File: src/inc/two_wire_pkg.sv
// two-wire master, transmit and receive: register map, field layout, status codes,
// reset values and bit timing shared by the block and its bench.
// assumes a 20 MHz system clock and an Avalon-MM master with 32-bit data.
package two_wire_pkg;

    // ==========================================================
    // register byte offsets
    localparam logic [4:0] OFF_CONTROL    = 5'h00;
    localparam logic [4:0] OFF_STATUS     = 5'h04;
    localparam logic [4:0] OFF_DATA       = 5'h08;
    localparam logic [4:0] OFF_IRQ_STATUS = 5'h0C;
    localparam logic [4:0] OFF_IRQ_MASK   = 5'h10;

    // ==========================================================
    // control register bit positions
    localparam int BIT_DONE    = 7;
    localparam int BIT_ACK_EN  = 6;
    localparam int BIT_START   = 5;
    localparam int BIT_STOP    = 4;
    localparam int BIT_WCOL    = 3;
    localparam int BIT_ENABLE  = 2;
    localparam int BIT_IRQ_EN  = 0;

    // ==========================================================
    // interrupt status and mask layout
    localparam int IRQ_W    = 3;
    localparam int IRQ_DONE = 0;
    localparam int IRQ_ARB  = 1;
    localparam int IRQ_WCOL = 2;

    // ==========================================================
    // status codes, prescaler bits zero
    localparam logic [7:0] CODE_START      = 8'h08;
    localparam logic [7:0] CODE_RSTART     = 8'h10;
    localparam logic [7:0] CODE_ADDR_ACK   = 8'h18;
    localparam logic [7:0] CODE_ADDR_NACK  = 8'h20;
    localparam logic [7:0] CODE_DATA_ACK   = 8'h28;
    localparam logic [7:0] CODE_DATA_NACK  = 8'h30;
    localparam logic [7:0] CODE_ARB_LOST   = 8'h38;
    localparam logic [7:0] CODE_RADDR_ACK  = 8'h40;
    localparam logic [7:0] CODE_RADDR_NACK = 8'h48;
    localparam logic [7:0] CODE_RDATA_ACK  = 8'h50;
    localparam logic [7:0] CODE_RDATA_NACK = 8'h58;
    localparam logic [7:0] CODE_IDLE       = 8'hF8;
    localparam logic [7:0] CODE_MASK       = 8'hF8;

    // ==========================================================
    // reset values
    localparam logic [7:0]       CONTROL_RESET = 8'h00;
    localparam logic [1:0]       PRESC_RESET   = 2'h0;
    localparam logic [7:0]       DATA_RESET    = 8'hFF;
    localparam logic [IRQ_W-1:0] MASK_RESET    = 3'h0;

    // ==========================================================
    // timing: one quarter of a bus bit, least time, rounded up
    localparam int CLK_PERIOD_NS  = 50;
    localparam int SCL_QUARTER_NS = 2500;
    localparam int QUARTER_CYCLES =
        (SCL_QUARTER_NS + CLK_PERIOD_NS - 1) / CLK_PERIOD_NS;
    localparam int BYTE_BITS      = 8;

endpackage : two_wire_pkg

File: src/verilog/two_wire_master.sv
// two-wire master: control, status and data registers behind an
// Avalon-MM slave, START / address / data / STOP engine on the pins.
// assumes open-drain pins resolved outside; pins come in asynchronous.
`timescale 1ns/1ps
`default_nettype none

module two_wire_master #(
    parameter int QUARTER = two_wire_pkg::QUARTER_CYCLES
) (
    // clock and reset
    input  wire logic        clk,
    input  wire logic        reset_n,
    // avalon-mm slave
    input  wire logic [4:0]  address,
    input  wire logic        read,
    input  wire logic        write,
    input  wire logic [31:0] writedata,
    input  wire logic [3:0]  byteenable,
    output logic      [31:0] readdata,
    output logic             waitrequest,
    // clock line, open drain
    input  wire logic        scl_in,
    output logic             scl_out,
    output logic             scl_oe,
    // data line, open drain
    input  wire logic        sda_in,
    output logic             sda_out,
    output logic             sda_oe,
    // interrupt
    output logic             irq
);
    import two_wire_pkg::*;

    // slowest divider must fit the 12-bit counter; a bad value stops
    // elaboration rather than wrapping the divider at run time
    if (QUARTER < 1 || QUARTER > 64) begin : g_bad_quarter
        $error("QUARTER out of range 1..64");
    end

    typedef enum logic [2:0] {
        ST_IDLE, ST_WAIT_FREE, ST_START, ST_RSTART,
        ST_BYTE, ST_HOLD, ST_STOP
    } state_e;

    typedef struct packed {
        state_e           state;
        logic [1:0]       ph;
        logic [11:0]      cnt;
        logic [3:0]       bitn;
        logic [7:0]       shift;
        logic             tx;
        logic             nack;
        logic             done;
        logic             ack_en;
        logic             start_req;
        logic             stop_req;
        logic             wcol;
        logic             enable;
        logic             irq_en;
        logic [7:0]       code;
        logic [1:0]       presc;
        logic [7:0]       data;
        logic [IRQ_W-1:0] irq_status;
        logic [IRQ_W-1:0] irq_mask;
        logic             ack;
        logic [31:0]      rdata;
        logic             busy;
        logic             scl_prev;
        logic             sda_prev;
        logic             owner;
        logic             addr_phase;
        logic             rx_mode;
        logic             scl_drive;
        logic             sda_drive;
    } master_s;

    master_s    r_reg;
    master_s    r_next;
    logic [1:0] pins_s;
    logic       scl_s;
    logic       sda_s;
    logic [11:0] limit;
    logic       tick;
    logic       wait_scl;
    logic       wr;

    // ==========================================================
    // pin synchronisers
    two_wire_sync #(.WIDTH(2)) u_sync (
        .clk     (clk),
        .reset_n (reset_n),
        .d       ({scl_in, sda_in}),
        .q       (pins_s)
    );
    assign scl_s = pins_s[1];
    assign sda_s = pins_s[0];

    // quarter-bit length grows by four per prescaler step
    function automatic logic [11:0] quarter_limit(input logic [1:0] p);
        logic [11:0] base;
        base = 12'(QUARTER);
        return 12'(base << {p, 1'b0}) - 12'h001;
    endfunction : quarter_limit

    // ==========================================================
    // bit timing; a stretched clock holds the count at zero
    assign limit    = quarter_limit(r_reg.presc);
    assign tick     = (r_reg.cnt == limit);
    assign wait_scl = (r_reg.ph == 2'd2) && !scl_s &&
                      (r_reg.state == ST_BYTE || r_reg.state == ST_RSTART ||
                       r_reg.state == ST_STOP);
    assign wr       = write && r_reg.ack && byteenable[0];

    // ==========================================================
    // next state: bus slave, registers, bus watcher, engine
    always_comb begin
        logic [IRQ_W-1:0] ev;
        ev     = '0;
        r_next = r_reg;

        // one wait cycle per access, data from a flop
        r_next.ack = (read || write) && !r_reg.ack;
        if (read && !r_reg.ack) begin
            unique case (address)
                OFF_CONTROL:    r_next.rdata = {24'h0, r_reg.done, r_reg.ack_en,
                                    r_reg.start_req, r_reg.stop_req, r_reg.wcol,
                                    r_reg.enable, 1'b0, r_reg.irq_en};
                OFF_STATUS:     r_next.rdata = {24'h0, r_reg.code[7:3], 1'b0,
                                    r_reg.presc};
                OFF_DATA:       r_next.rdata = {24'h0, r_reg.data};
                OFF_IRQ_STATUS: r_next.rdata = {29'h0, r_reg.irq_status};
                OFF_IRQ_MASK:   r_next.rdata = {29'h0, r_reg.irq_mask};
                default:        r_next.rdata = 32'h0000_0000;
            endcase
        end

        // register writes take effect on the accepting edge
        if (wr) begin
            unique case (address)
                OFF_CONTROL: begin
                    if (writedata[BIT_DONE]) begin
                        r_next.done = 1'b0;
                    end
                    r_next.ack_en    = writedata[BIT_ACK_EN];
                    r_next.start_req = writedata[BIT_START];
                    r_next.stop_req  = writedata[BIT_STOP];
                    r_next.enable    = writedata[BIT_ENABLE];
                    r_next.irq_en    = writedata[BIT_IRQ_EN];
                end
                OFF_STATUS: r_next.presc = writedata[1:0];
                OFF_DATA: begin
                    if (r_reg.done) begin
                        r_next.data = writedata[7:0];
                        r_next.wcol = 1'b0;
                    end else begin
                        r_next.wcol   = 1'b1;
                        ev[IRQ_WCOL] = 1'b1;
                    end
                end
                OFF_IRQ_STATUS: r_next.irq_status = r_reg.irq_status & ~writedata[2:0];
                OFF_IRQ_MASK:   r_next.irq_mask   = writedata[2:0];
                default: ;
            endcase
        end

        // bus watcher: busy from any START until any STOP
        r_next.scl_prev = scl_s;
        r_next.sda_prev = sda_s;
        if (scl_s && r_reg.scl_prev && r_reg.sda_prev && !sda_s) begin
            r_next.busy = 1'b1;
        end else if (scl_s && r_reg.scl_prev && !r_reg.sda_prev && sda_s) begin
            r_next.busy = 1'b0;
        end

        // divider runs only while a timed step is under way
        if (r_reg.state == ST_IDLE || r_reg.state == ST_HOLD ||
            r_reg.state == ST_WAIT_FREE || wait_scl || tick) begin
            r_next.cnt = 12'h000;
        end else begin
            r_next.cnt = r_reg.cnt + 12'h001;
        end
        if (tick) begin
            r_next.ph = r_reg.ph + 2'd1;
        end

        unique case (r_reg.state)
            ST_IDLE: begin
                if (r_reg.enable && r_reg.start_req && !r_reg.done) begin
                    r_next.state = ST_WAIT_FREE;
                end
            end
            ST_WAIT_FREE: begin
                // start only on a quiet bus with both lines high
                if (!r_reg.busy && scl_s && sda_s) begin
                    r_next.state = ST_START;
                    r_next.ph    = 2'd0;
                end
            end
            ST_START: begin
                if (tick && r_reg.ph == 2'd0) begin
                    r_next.sda_drive = 1'b1;
                end else if (tick) begin
                    r_next.scl_drive  = 1'b1;
                    r_next.state      = ST_HOLD;
                    r_next.done       = 1'b1;
                    ev[IRQ_DONE]      = 1'b1;
                    r_next.code       = r_reg.owner ? CODE_RSTART : CODE_START;
                    r_next.owner      = 1'b1;
                    r_next.addr_phase = 1'b1;
                end
            end
            ST_RSTART: begin
                // release data while clock low, raise clock, then START
                if (tick) begin
                    unique case (r_reg.ph)
                        2'd0: r_next.sda_drive = 1'b0;
                        2'd1: r_next.scl_drive = 1'b0;
                        2'd2: ;
                        2'd3: begin
                            r_next.state = ST_START;
                            r_next.ph    = 2'd0;
                        end
                    endcase
                end
            end
            ST_BYTE: begin
                if (tick) begin
                    unique case (r_reg.ph)
                        2'd0: begin
                            // low drives 0: write bit and ack; release for 1
                            if (r_reg.bitn == 4'(BYTE_BITS)) begin
                                r_next.sda_drive = !r_reg.tx && r_reg.ack_en;
                            end else begin
                                r_next.sda_drive = r_reg.tx && !r_reg.shift[7];
                            end
                        end
                        2'd1: r_next.scl_drive = 1'b0;
                        2'd2: begin
                            if (r_reg.bitn == 4'(BYTE_BITS)) begin
                                r_next.nack = sda_s;
                            end else if (!r_reg.tx) begin
                                r_next.shift = {r_reg.shift[6:0], sda_s};
                            end else if (!r_reg.sda_drive && !sda_s) begin
                                // another master pulled a released line low
                                r_next.state     = ST_HOLD;
                                r_next.scl_drive = 1'b0;
                                r_next.sda_drive = 1'b0;
                                r_next.code      = CODE_ARB_LOST;
                                r_next.done      = 1'b1;
                                r_next.owner     = 1'b0;
                                ev[IRQ_DONE]     = 1'b1;
                                ev[IRQ_ARB]      = 1'b1;
                            end
                        end
                        2'd3: begin
                            r_next.scl_drive = 1'b1;
                            if (r_reg.bitn == 4'(BYTE_BITS)) begin
                                r_next.state      = ST_HOLD;
                                r_next.done       = 1'b1;
                                ev[IRQ_DONE]      = 1'b1;
                                r_next.addr_phase = 1'b0;
                                if (r_reg.addr_phase) begin
                                    if (r_reg.rx_mode) begin
                                        r_next.code = r_reg.nack ? CODE_RADDR_NACK
                                                                 : CODE_RADDR_ACK;
                                    end else begin
                                        r_next.code = r_reg.nack ? CODE_ADDR_NACK
                                                                 : CODE_ADDR_ACK;
                                    end
                                end else if (r_reg.tx) begin
                                    r_next.code = r_reg.nack ? CODE_DATA_NACK
                                                             : CODE_DATA_ACK;
                                end else begin
                                    r_next.data = r_reg.shift;
                                    r_next.code = r_reg.ack_en ? CODE_RDATA_ACK
                                                               : CODE_RDATA_NACK;
                                end
                            end else begin
                                r_next.bitn = r_reg.bitn + 4'd1;
                                if (r_reg.tx) begin
                                    r_next.shift = {r_reg.shift[6:0], 1'b0};
                                end
                            end
                        end
                    endcase
                end
            end
            ST_HOLD: begin
                // parked until software clears done; clock held low except after lost arbitration
                if (!r_reg.done) begin
                    r_next.ph = 2'd0;
                    if (!r_reg.owner) begin
                        r_next.state = r_reg.start_req ? ST_WAIT_FREE : ST_IDLE;
                    end else if (r_reg.stop_req) begin
                        r_next.state = ST_STOP;
                    end else if (r_reg.start_req) begin
                        r_next.state = ST_RSTART;
                    end else begin
                        r_next.state = ST_BYTE;
                        r_next.bitn  = 4'd0;
                        r_next.shift = r_reg.data;
                        r_next.tx    = r_reg.addr_phase || !r_reg.rx_mode;
                        if (r_reg.addr_phase) begin
                            r_next.rx_mode = r_reg.data[0];
                        end
                    end
                end
            end
            ST_STOP: begin
                // data low, clock up, then data up while clock high
                if (tick) begin
                    unique case (r_reg.ph)
                        2'd0: r_next.sda_drive = 1'b1;
                        2'd1: r_next.scl_drive = 1'b0;
                        2'd2: ;
                        2'd3: begin
                            r_next.sda_drive = 1'b0;
                            r_next.stop_req  = 1'b0;
                            r_next.owner     = 1'b0;
                            r_next.rx_mode   = 1'b0;
                            r_next.state = r_reg.start_req ? ST_WAIT_FREE : ST_IDLE;
                        end
                    endcase
                end
            end
        endcase

        // disabled interface lets go of the bus at once
        if (!r_reg.enable) begin
            r_next.state     = ST_IDLE;
            r_next.scl_drive = 1'b0;
            r_next.sda_drive = 1'b0;
            r_next.owner     = 1'b0;
            r_next.rx_mode   = 1'b0;
        end

        // hardware set wins over a same-cycle clear
        r_next.irq_status = r_next.irq_status | ev;
    end

    // ==========================================================
    // state register
    always_ff @(posedge clk or negedge reset_n) begin
        if (!reset_n) begin
            r_reg <= '{
                state:      ST_IDLE,
                ph:         2'd0,
                cnt:        12'h000,
                bitn:       4'h0,
                shift:      8'h00,
                tx:         1'b1,
                nack:       1'b0,
                done:       CONTROL_RESET[BIT_DONE],
                ack_en:     CONTROL_RESET[BIT_ACK_EN],
                start_req:  CONTROL_RESET[BIT_START],
                stop_req:   CONTROL_RESET[BIT_STOP],
                wcol:       CONTROL_RESET[BIT_WCOL],
                enable:     CONTROL_RESET[BIT_ENABLE],
                irq_en:     CONTROL_RESET[BIT_IRQ_EN],
                code:       CODE_IDLE,
                presc:      PRESC_RESET,
                data:       DATA_RESET,
                irq_status: '0,
                irq_mask:   MASK_RESET,
                ack:        1'b0,
                rdata:      32'h0000_0000,
                busy:       1'b0,
                scl_prev:   1'b1,
                sda_prev:   1'b1,
                owner:      1'b0,
                addr_phase: 1'b0,
                rx_mode:    1'b0,
                scl_drive:  1'b0,
                sda_drive:  1'b0
            };
        end else begin
            r_reg <= r_next;
        end
    end

    // ==========================================================
    // outputs: open drain only ever pulls low
    assign waitrequest = (read || write) && !r_reg.ack;
    assign readdata    = r_reg.rdata;
    assign scl_out     = 1'b0;
    assign sda_out     = 1'b0;
    assign scl_oe      = r_reg.scl_drive;
    assign sda_oe      = r_reg.sda_drive;
    // done level when enabled, plus masked sticky events
    assign irq = (r_reg.irq_en && r_reg.done) ||
                 |(r_reg.irq_status & r_reg.irq_mask);

endmodule : two_wire_master

`default_nettype wire

File: src/verilog/two_wire_sync.sv
// two-flop synchroniser for the bus pins.
// assumes inputs are asynchronous to clk; only stage two is visible.
`timescale 1ns/1ps
`default_nettype none

module two_wire_sync #(
    parameter int WIDTH = 2
) (
    // clock and reset
    input  wire logic             clk,
    input  wire logic             reset_n,
    // asynchronous in, synchronous out
    input  wire logic [WIDTH-1:0] d,
    output logic      [WIDTH-1:0] q
);

    typedef struct packed {
        logic [WIDTH-1:0] s1;
        logic [WIDTH-1:0] s2;
    } sync_s;

    sync_s r_reg;
    sync_s r_next;

    // ==========================================================
    // stage one feeds stage two only
    always_comb begin
        r_next    = r_reg;
        r_next.s1 = d;
        r_next.s2 = r_reg.s1;
    end

    // released lines idle high, so reset to ones
    always_ff @(posedge clk or negedge reset_n) begin
        if (!reset_n) begin
            r_reg <= '{s1: '1, s2: '1};
        end else begin
            r_reg <= r_next;
        end
    end

    assign q = r_reg.s2;

endmodule : two_wire_sync

`default_nettype wire
File: config.mk
export PLATFORM = sky130hd
export DESIGN_NAME = two_wire_master
export DESIGN_NICKNAME = d
export VERILOG_FILES = /design/src/inc/two_wire_pkg.sv /design/src/verilog/two_wire_master.sv /design/src/verilog/two_wire_sync.sv
export SDC_FILE = /design/constraint.sdc
export NUM_CORES = 1
export LEC_CHECK = 0
export BUFFER_PORTS_ARGS = -buffer_cell sky130_fd_sc_hd__buf_4
export CORE_AREA = 4 4 97 99
export CTS_BUF_LIST = sky130_fd_sc_hd__clkbuf_8 sky130_fd_sc_hd__clkbuf_16
export DETAILED_ROUTE_END_ITERATION = 10
export DIE_AREA = 0 0 101 103
export MAX_ROUTING_LAYER = met4
export PLACE_DENSITY = 0.86
export SYNTH_ARGS = -nofsm -noshare
export SYNTH_HDL_FRONTEND = slang
export SYNTH_SLANG_ARGS = --single-unit
File: constraint.sdc
create_clock -name clk -period 5.49 [get_ports clk]
set_input_delay 0 -clock clk [delete_from_list [all_inputs] [get_ports clk]]
set_output_delay 0 -clock clk [all_outputs]
set_load 0.05 [all_outputs]
# [Yosys cells after proc, flatten, opt, wreduce, memory -nomap -nowiden]
# Index checks and enable logic that the tools add are counted.
[totals] reg_bits=107 inputBits=47 out_inout_bits=38 wordCells=303
[op_classes] n_addsub=4 n_eq_ne=64 shifts=1 mux=135 bitwise=7 n_reduce_logical=61
[ops] operator="8-bit 2-to-1 mux" n=19
[ops] operator="3-bit inequality test, second input constant" n=20
[ops] operator="3-bit 2-to-1 mux" n=18
[ops] operator="13-bit 2-to-1 mux" n=4
[ops] operator="8-bit one-hot mux with 2 select lines" n=3
[ops] operator="1-bit 2-to-1 mux" n=43
[ops] operator="8-bit one-hot mux with 5 select lines" n=1
[ops] operator="12-bit 2-to-1 mux" n=3
[ops] operator="5-bit 2-to-1 mux" n=6
[ops] operator="2-bit 2-to-1 mux" n=14
[ops] operator="3-bit by 2-bit inequality test with 1-bit output, second input constant" n=8
[ops] operator="12-bit one-hot mux with 2 select lines" n=1
[ops] operator="11-bit AND reduction" n=2
[ops] operator="7-bit 2-to-1 mux" n=3
[ops] operator="3-bit one-hot mux with 7 select lines" n=1
[ops] operator="1-bit logical AND" n=20
[ops] operator="10-bit AND reduction" n=2
[ops] operator="4-bit 2-to-1 mux" n=4
[ops] operator="2-bit inequality test, second input constant" n=8
[ops] operator="1-bit one-hot mux with 2 select lines" n=8
[ops] operator="8-bit AND reduction" n=2
[ops] operator="15-bit AND reduction" n=1
[ops] operator="14-bit 2-to-1 mux" n=1
[ops] operator="12-bit by 1-bit adder with 12-bit output, second input constant" n=1
[ops] operator="other kinds (43)" n=79

# [Longest topological paths before layout]
[logic_depth] depth_word=10 ltp_mapped=10 mapped_depth_nobuf=8

# [By module]
# From an unflattened synthesis, not the netlist that was laid out.
[hier_totals] hier_cells=505 hier_area_um2=4804.6
[by_module_without_submodules] module="two_wire_master" n_inst=1 cells_per_inst=501 area_each_um2=4699.5 seq_area_each_um2=1921.8
[by_module_without_submodules] module="two_wire_sync" n_inst=1 cells_per_inst=4 area_each_um2=105.1 seq_area_each_um2=105.1

# [Worst setup path after synthesis]
# Ideal clock, no wire load.
[synth_path] path_type="flip-flop to flip-flop" start="register r_reg[55] in the netlist's numbering" end="register r_reg[100] in the netlist's numbering" t_arrival_ns=2.296 path_slack_ns=3.069 stages_incl_launch_ff=9 synth_period_minus_slack_ns=2.421 path_cell_list="dfrtp_1 inv_1 ha_1 xor2_1 o211ai_2 nor4_1 o22ai_1 or3_4 mux2_4"
[synth_between] elab_chain_cells=6 word_cells_on_any_way=10 cone_classes="add/sub: 1; eq/ne: 6; shift: 1; reduce/logical: 2"
[synth_lines] element="from (decl)" line="two_wire_master.sv:77" source="master_s r_reg;"
[synth_lines] element="from (signal assigned)" line="two_wire_master.sv:345" source="r_reg <= '{"
[synth_lines] element="from (signal assigned)" line="two_wire_master.sv:377" source="r_reg <= r_next;"
[synth_lines] element="6-bit by 3-bit left shift with 12-bit output *" line="two_wire_master.sv:102" source="return 12'(base << {p, 1'b0}) - 12'h001;"
[synth_lines] element="12-bit by 1-bit subtractor with 12-bit output *" line="two_wire_master.sv:102"
[synth_lines] element="12-bit equality test *" line="two_wire_master.sv:108" source="assign tick = (r_reg.cnt == limit);"
[synth_lines] element="1-bit logical AND" line="two_wire_master.sv:200" source="if (tick && r_reg.ph == 2'd0) begin"
[synth_lines] element="3-bit inequality test (no line)"
[synth_lines] element="15-bit AND reduction (no line) *"
# Every way passes the cells marked *; elsewhere a longest branch is shown, timed or not.
# A chain may end at the register's enable or synchronous reset.

# [Worst setup path after layout]
[layout_path] start="register r_reg[100] in the netlist's numbering" end="register r_reg[100] in the netlist's numbering"
[layout_between] elab_chain_cells=3 word_cells_on_any_way=25 cone_classes="eq/ne: 21; mux: 2; reduce/logical: 2"
[layout_lines] element="3-bit equality test (tied with other cells)" line="two_wire_master.sv:186" source="unique case (r_reg.state)"
[layout_lines] element="4-bit inequality test (no line) (tied with other cells)"
[layout_lines] element="15-bit AND reduction (no line) / 3-bit 2-to-1 mux (equally long branches)"
# Several ways; a longest one is shown, not always the timed one.

==> summary.md <==
| Metric | Value |
|---|---|
| CTS root buffer | clkbuf_8 |
| Sequential area share after synthesis | 41.9% |
| Pin count of the biggest net entering global routing | 81 |
| P per Cell Area | 275 nW/µm² |
| CTS clk-pin slew, worst paths | 90 ps |
| Unique masters post-synth | 62 |
| Worst setup path start | r_reg[100] |
| Final setup skew | 14.6 ps |
| Static Leak | 2.38 nW |
| Post-synth ARST share | 100% |
| Critical Path AT | 3160 ps |
| Synth-to-Final Area Change | 8.87% |
| Global-route wire length before repair | 18,400 µm |
| DPL Wire Length | 7680 µm |
| H-tree depth | 3 |
| DRT Pass-1 Iters | 6 |
| Switching Fraction | 36.2% |
| CTS resizes | 0 |
| Worst-Margin Slew | 984 ps |
| Startpoint Class | register |
| Antenna Violating Nets Remaining | 0 |
| # DRC | 0 |
| Placed inst area | 4950 µm² |
| Final Hold Viols | 0 |
| Fin. max-slew vios | 0 |
| FMAX | 345 MHz |
| Crit path max fanout | 30 |
| Synth warn | 0 |
| Clk_lat worst skew | 370 ps |
| Part of the cycle the worst path needs | 52.9% |
| CP Depth | 6 |
| Cells along the critical path | nand4bb_1, o22ai_1, nor4bb_1, o22ai_1, or3_4, mux2_4 |
| Logic pwr share | 21.7% |
| Share of cells above drive strength 1 | 17.7% |
| Hold path start | address[4] |
| Critical Path Slowest Stage Cell | dfrtp_1 |
| CTS tree | built |
| Post-route minimum period | 2900 ps |
| Initial Util | 56.6% |
| Max reg flops | 66 |
| Drt via density | 6.05 |
| Status | completed |
| Sw Pwr | 525 µW |
| Cell family with most CP delay | simple AND/OR/NAND/NOR gates |
| Syn Inst Count | 507 |
| Wire length per cell | 17.0 µm |
| Share of the synthesized area in the top cell type | 31.0% |
| Chip width | 101 µm |
| Crit Path Class | register to register |
| Post-synth EDFFs | 0 |
| Dominant cell type by area after synthesis | dfrtp_1 |
| CP peak stage delay | 940 ps |
| Slew Limit Headroom | 33.8% |
| ANT cells | 0 |
| Worst hold stages | 3 |
| Core area | 8550 µm² |
| Vias in the first global route | 3,697 |
| Total clock sinks | 80 |
| Longest Clk Path Bufs | 2 |
| Final wirelength | 11,000 µm |
| Initial antenna violation count | 0 |
| Mapped cell area | 4840 µm² |
| Die ar. | 10,400 µm² |
| GRT overflow | 0 |
| HP Class | primary input to register |
| Internal power | 924 µW |
| Final nets | 595 |
| Finish-stage setup viols | 0 |
| Crit end category | register |
| Reg2Reg Launch Point | r_reg[100] |
| Synth top area cells | dfrtp_1 31%, dfstp_2 11%, buf_4 5.6% |
| Io pins | 85 |
| Die Y-Extent | 103 µm |
| Buffers added on ports | 31 |
| GP Congestion | 0.920 |
| Reg2reg path depth | 6 |
| Main synth FF type | dfrtp_1 |
| # rows | 34 |
| CP Buf/Inv Count | 0 |
| CTS Buf Count | 9 |
| Max rail drop VDD | 0.159 mV |
| Reg power frac | 49.4% |
| DRT iter0 DRCs | 445 |
| Setup TNS | 0 ps |
| Seq cells post-synth | 80 |
| Via Count | 3,910 |
| GRT Util Overall | 23.1% |
| Clock network fraction of total power | 28.9% |
| Crit-path most repeated cell | o22ai_1 |
| Syn Area/Cell | 9.54 µm² |
| CP required | 5750 ps |
| Post-route cell area | 5270 µm² |
| RSZ-0062 raised after global routing | no |
| Max Cap Viol | 0 |
[per-layer routing]
layer	GRT usage [%]	wire [µm]
met1	28.9	4510
met2	37.3	5340
met3	4.94	892
met4	8.38	260
met5	-	0
[through the flow]
step / util, % / cells / setup WS (ps) / total power, mW / hold slack (ps)
2_1_floorplan: - / 532 / 3070 / 0.964 / -296
3_3_place_gp: 57.9 / 617 / 2790 / 1.01 / 108
3_5_place_dp: 57.9 / 617 / 2690 / 1.03 / 110
4_1_cts: 61.6 / 646 / 2660 / 1.45 / 79.2
5_1_grt: 61.6 / 646 / 2360 / 1.52 / 103
6_report: 61.6 / 646 / 2590 / 1.45 / 93.9
[worst reg2reg max path, delay by kind of cell, from the launching register on]
kind            cells  cell delay, ps
simple gates        3            1250
flops               1             940
compound gates      2             310
mux                 1             300
[what timing repair did]
action / in CTS / in global routing
endpoints found under the hold margin: 85 / 0
setup buffers: 0 / 0
hold buffers: 13 / 0
[kinds of logic (layout without fill, tap and decap cells)]
kind of cell             after synthesis  after routing  share of synthesized area (%)
flip-flops                            80             80                           41.9
AO/OA/AOI/OAI                        115            115                           16.0
buffers and inverters                 73             79                           8.77
AND/OR/NAND/NOR                      168            168                           17.8
XOR/XNOR                              17             17                           3.08
adder cells (fa/ha/maj)               15             15                           3.88
multiplexers                          38             38                           8.46
other                                  1             26                         0.0775
[final cells by class]
cell class              count  area [µm²]
fillers                   686        3280
multi-input cells         379        2480
flip-flops and latches     80        2030
repair buffers             45         370
well taps                 108         135
clock buffers               9         124
inverters                  18        67.6
clock inverters             7        62.6
[power by group through the flow]
stage | Combinational [mW] | Clock [mW] | Sequential [mW]
floorplan | 0.281 | 0 | 0.683
global placement | 0.294 | 0 | 0.721
detailed placement | 0.303 | 0 | 0.724
CTS | 0.312 | 0.428 | 0.713
global route | 0.342 | 0.457 | 0.725
finish | 0.314 | 0.418 | 0.716
[Yosys cell counts (all sizes together) (11+ instances only)]
library cell / instances
a21oi: 25
and3: 11
buf: 45
dfrtp: 60
dfstp: 20
ha: 15
inv: 18
mux2: 20
mux2i: 18
nand2: 49
nand3: 13
nor2: 43
o21ai: 33
[cell usage in the layout, fill, tap and decap left out, types with 3 or more instances in the layout]
cell type,instances
a21o_1,4
a21oi_1,25
a221oi_1,3
a222oi_1,7
a22o_1,7
a22oi_1,4
a31oi_1,4
a32o_1,4
and2_1,4
and3_1,11
and3b_1,5
buf_4,32
clkbuf_8,9
clkinvlp_4,3
conb_1,26
dfrtp_1,60
dfstp_2,20
dlygate4sd3_1,13
ha_1,15
inv_1,18
mux2_2,19
mux2i_1,18
nand2_1,49
nand2b_1,6
nand3_1,13
nand4_1,6
nor2_1,43
nor2b_1,8
nor3_1,3
nor3b_1,5
nor4_1,4
o211ai_1,3
o21ai_0,32
o22ai_1,4
xnor2_1,9
xor2_1,8
[path summary, 6_finish.rpt]
check | to | slack, ps
worst max-delay path | r_reg[100] | 2590
worst min-delay path | r_reg[43] | 90
worst max register to register | r_reg[100] | 2590
worst min register to register | u_sync.q[0] | 360
max in group asynchronous | r_reg[85] | 4520
min in group asynchronous | readdata[0] | 310
(Power assumes the default switching activity.)
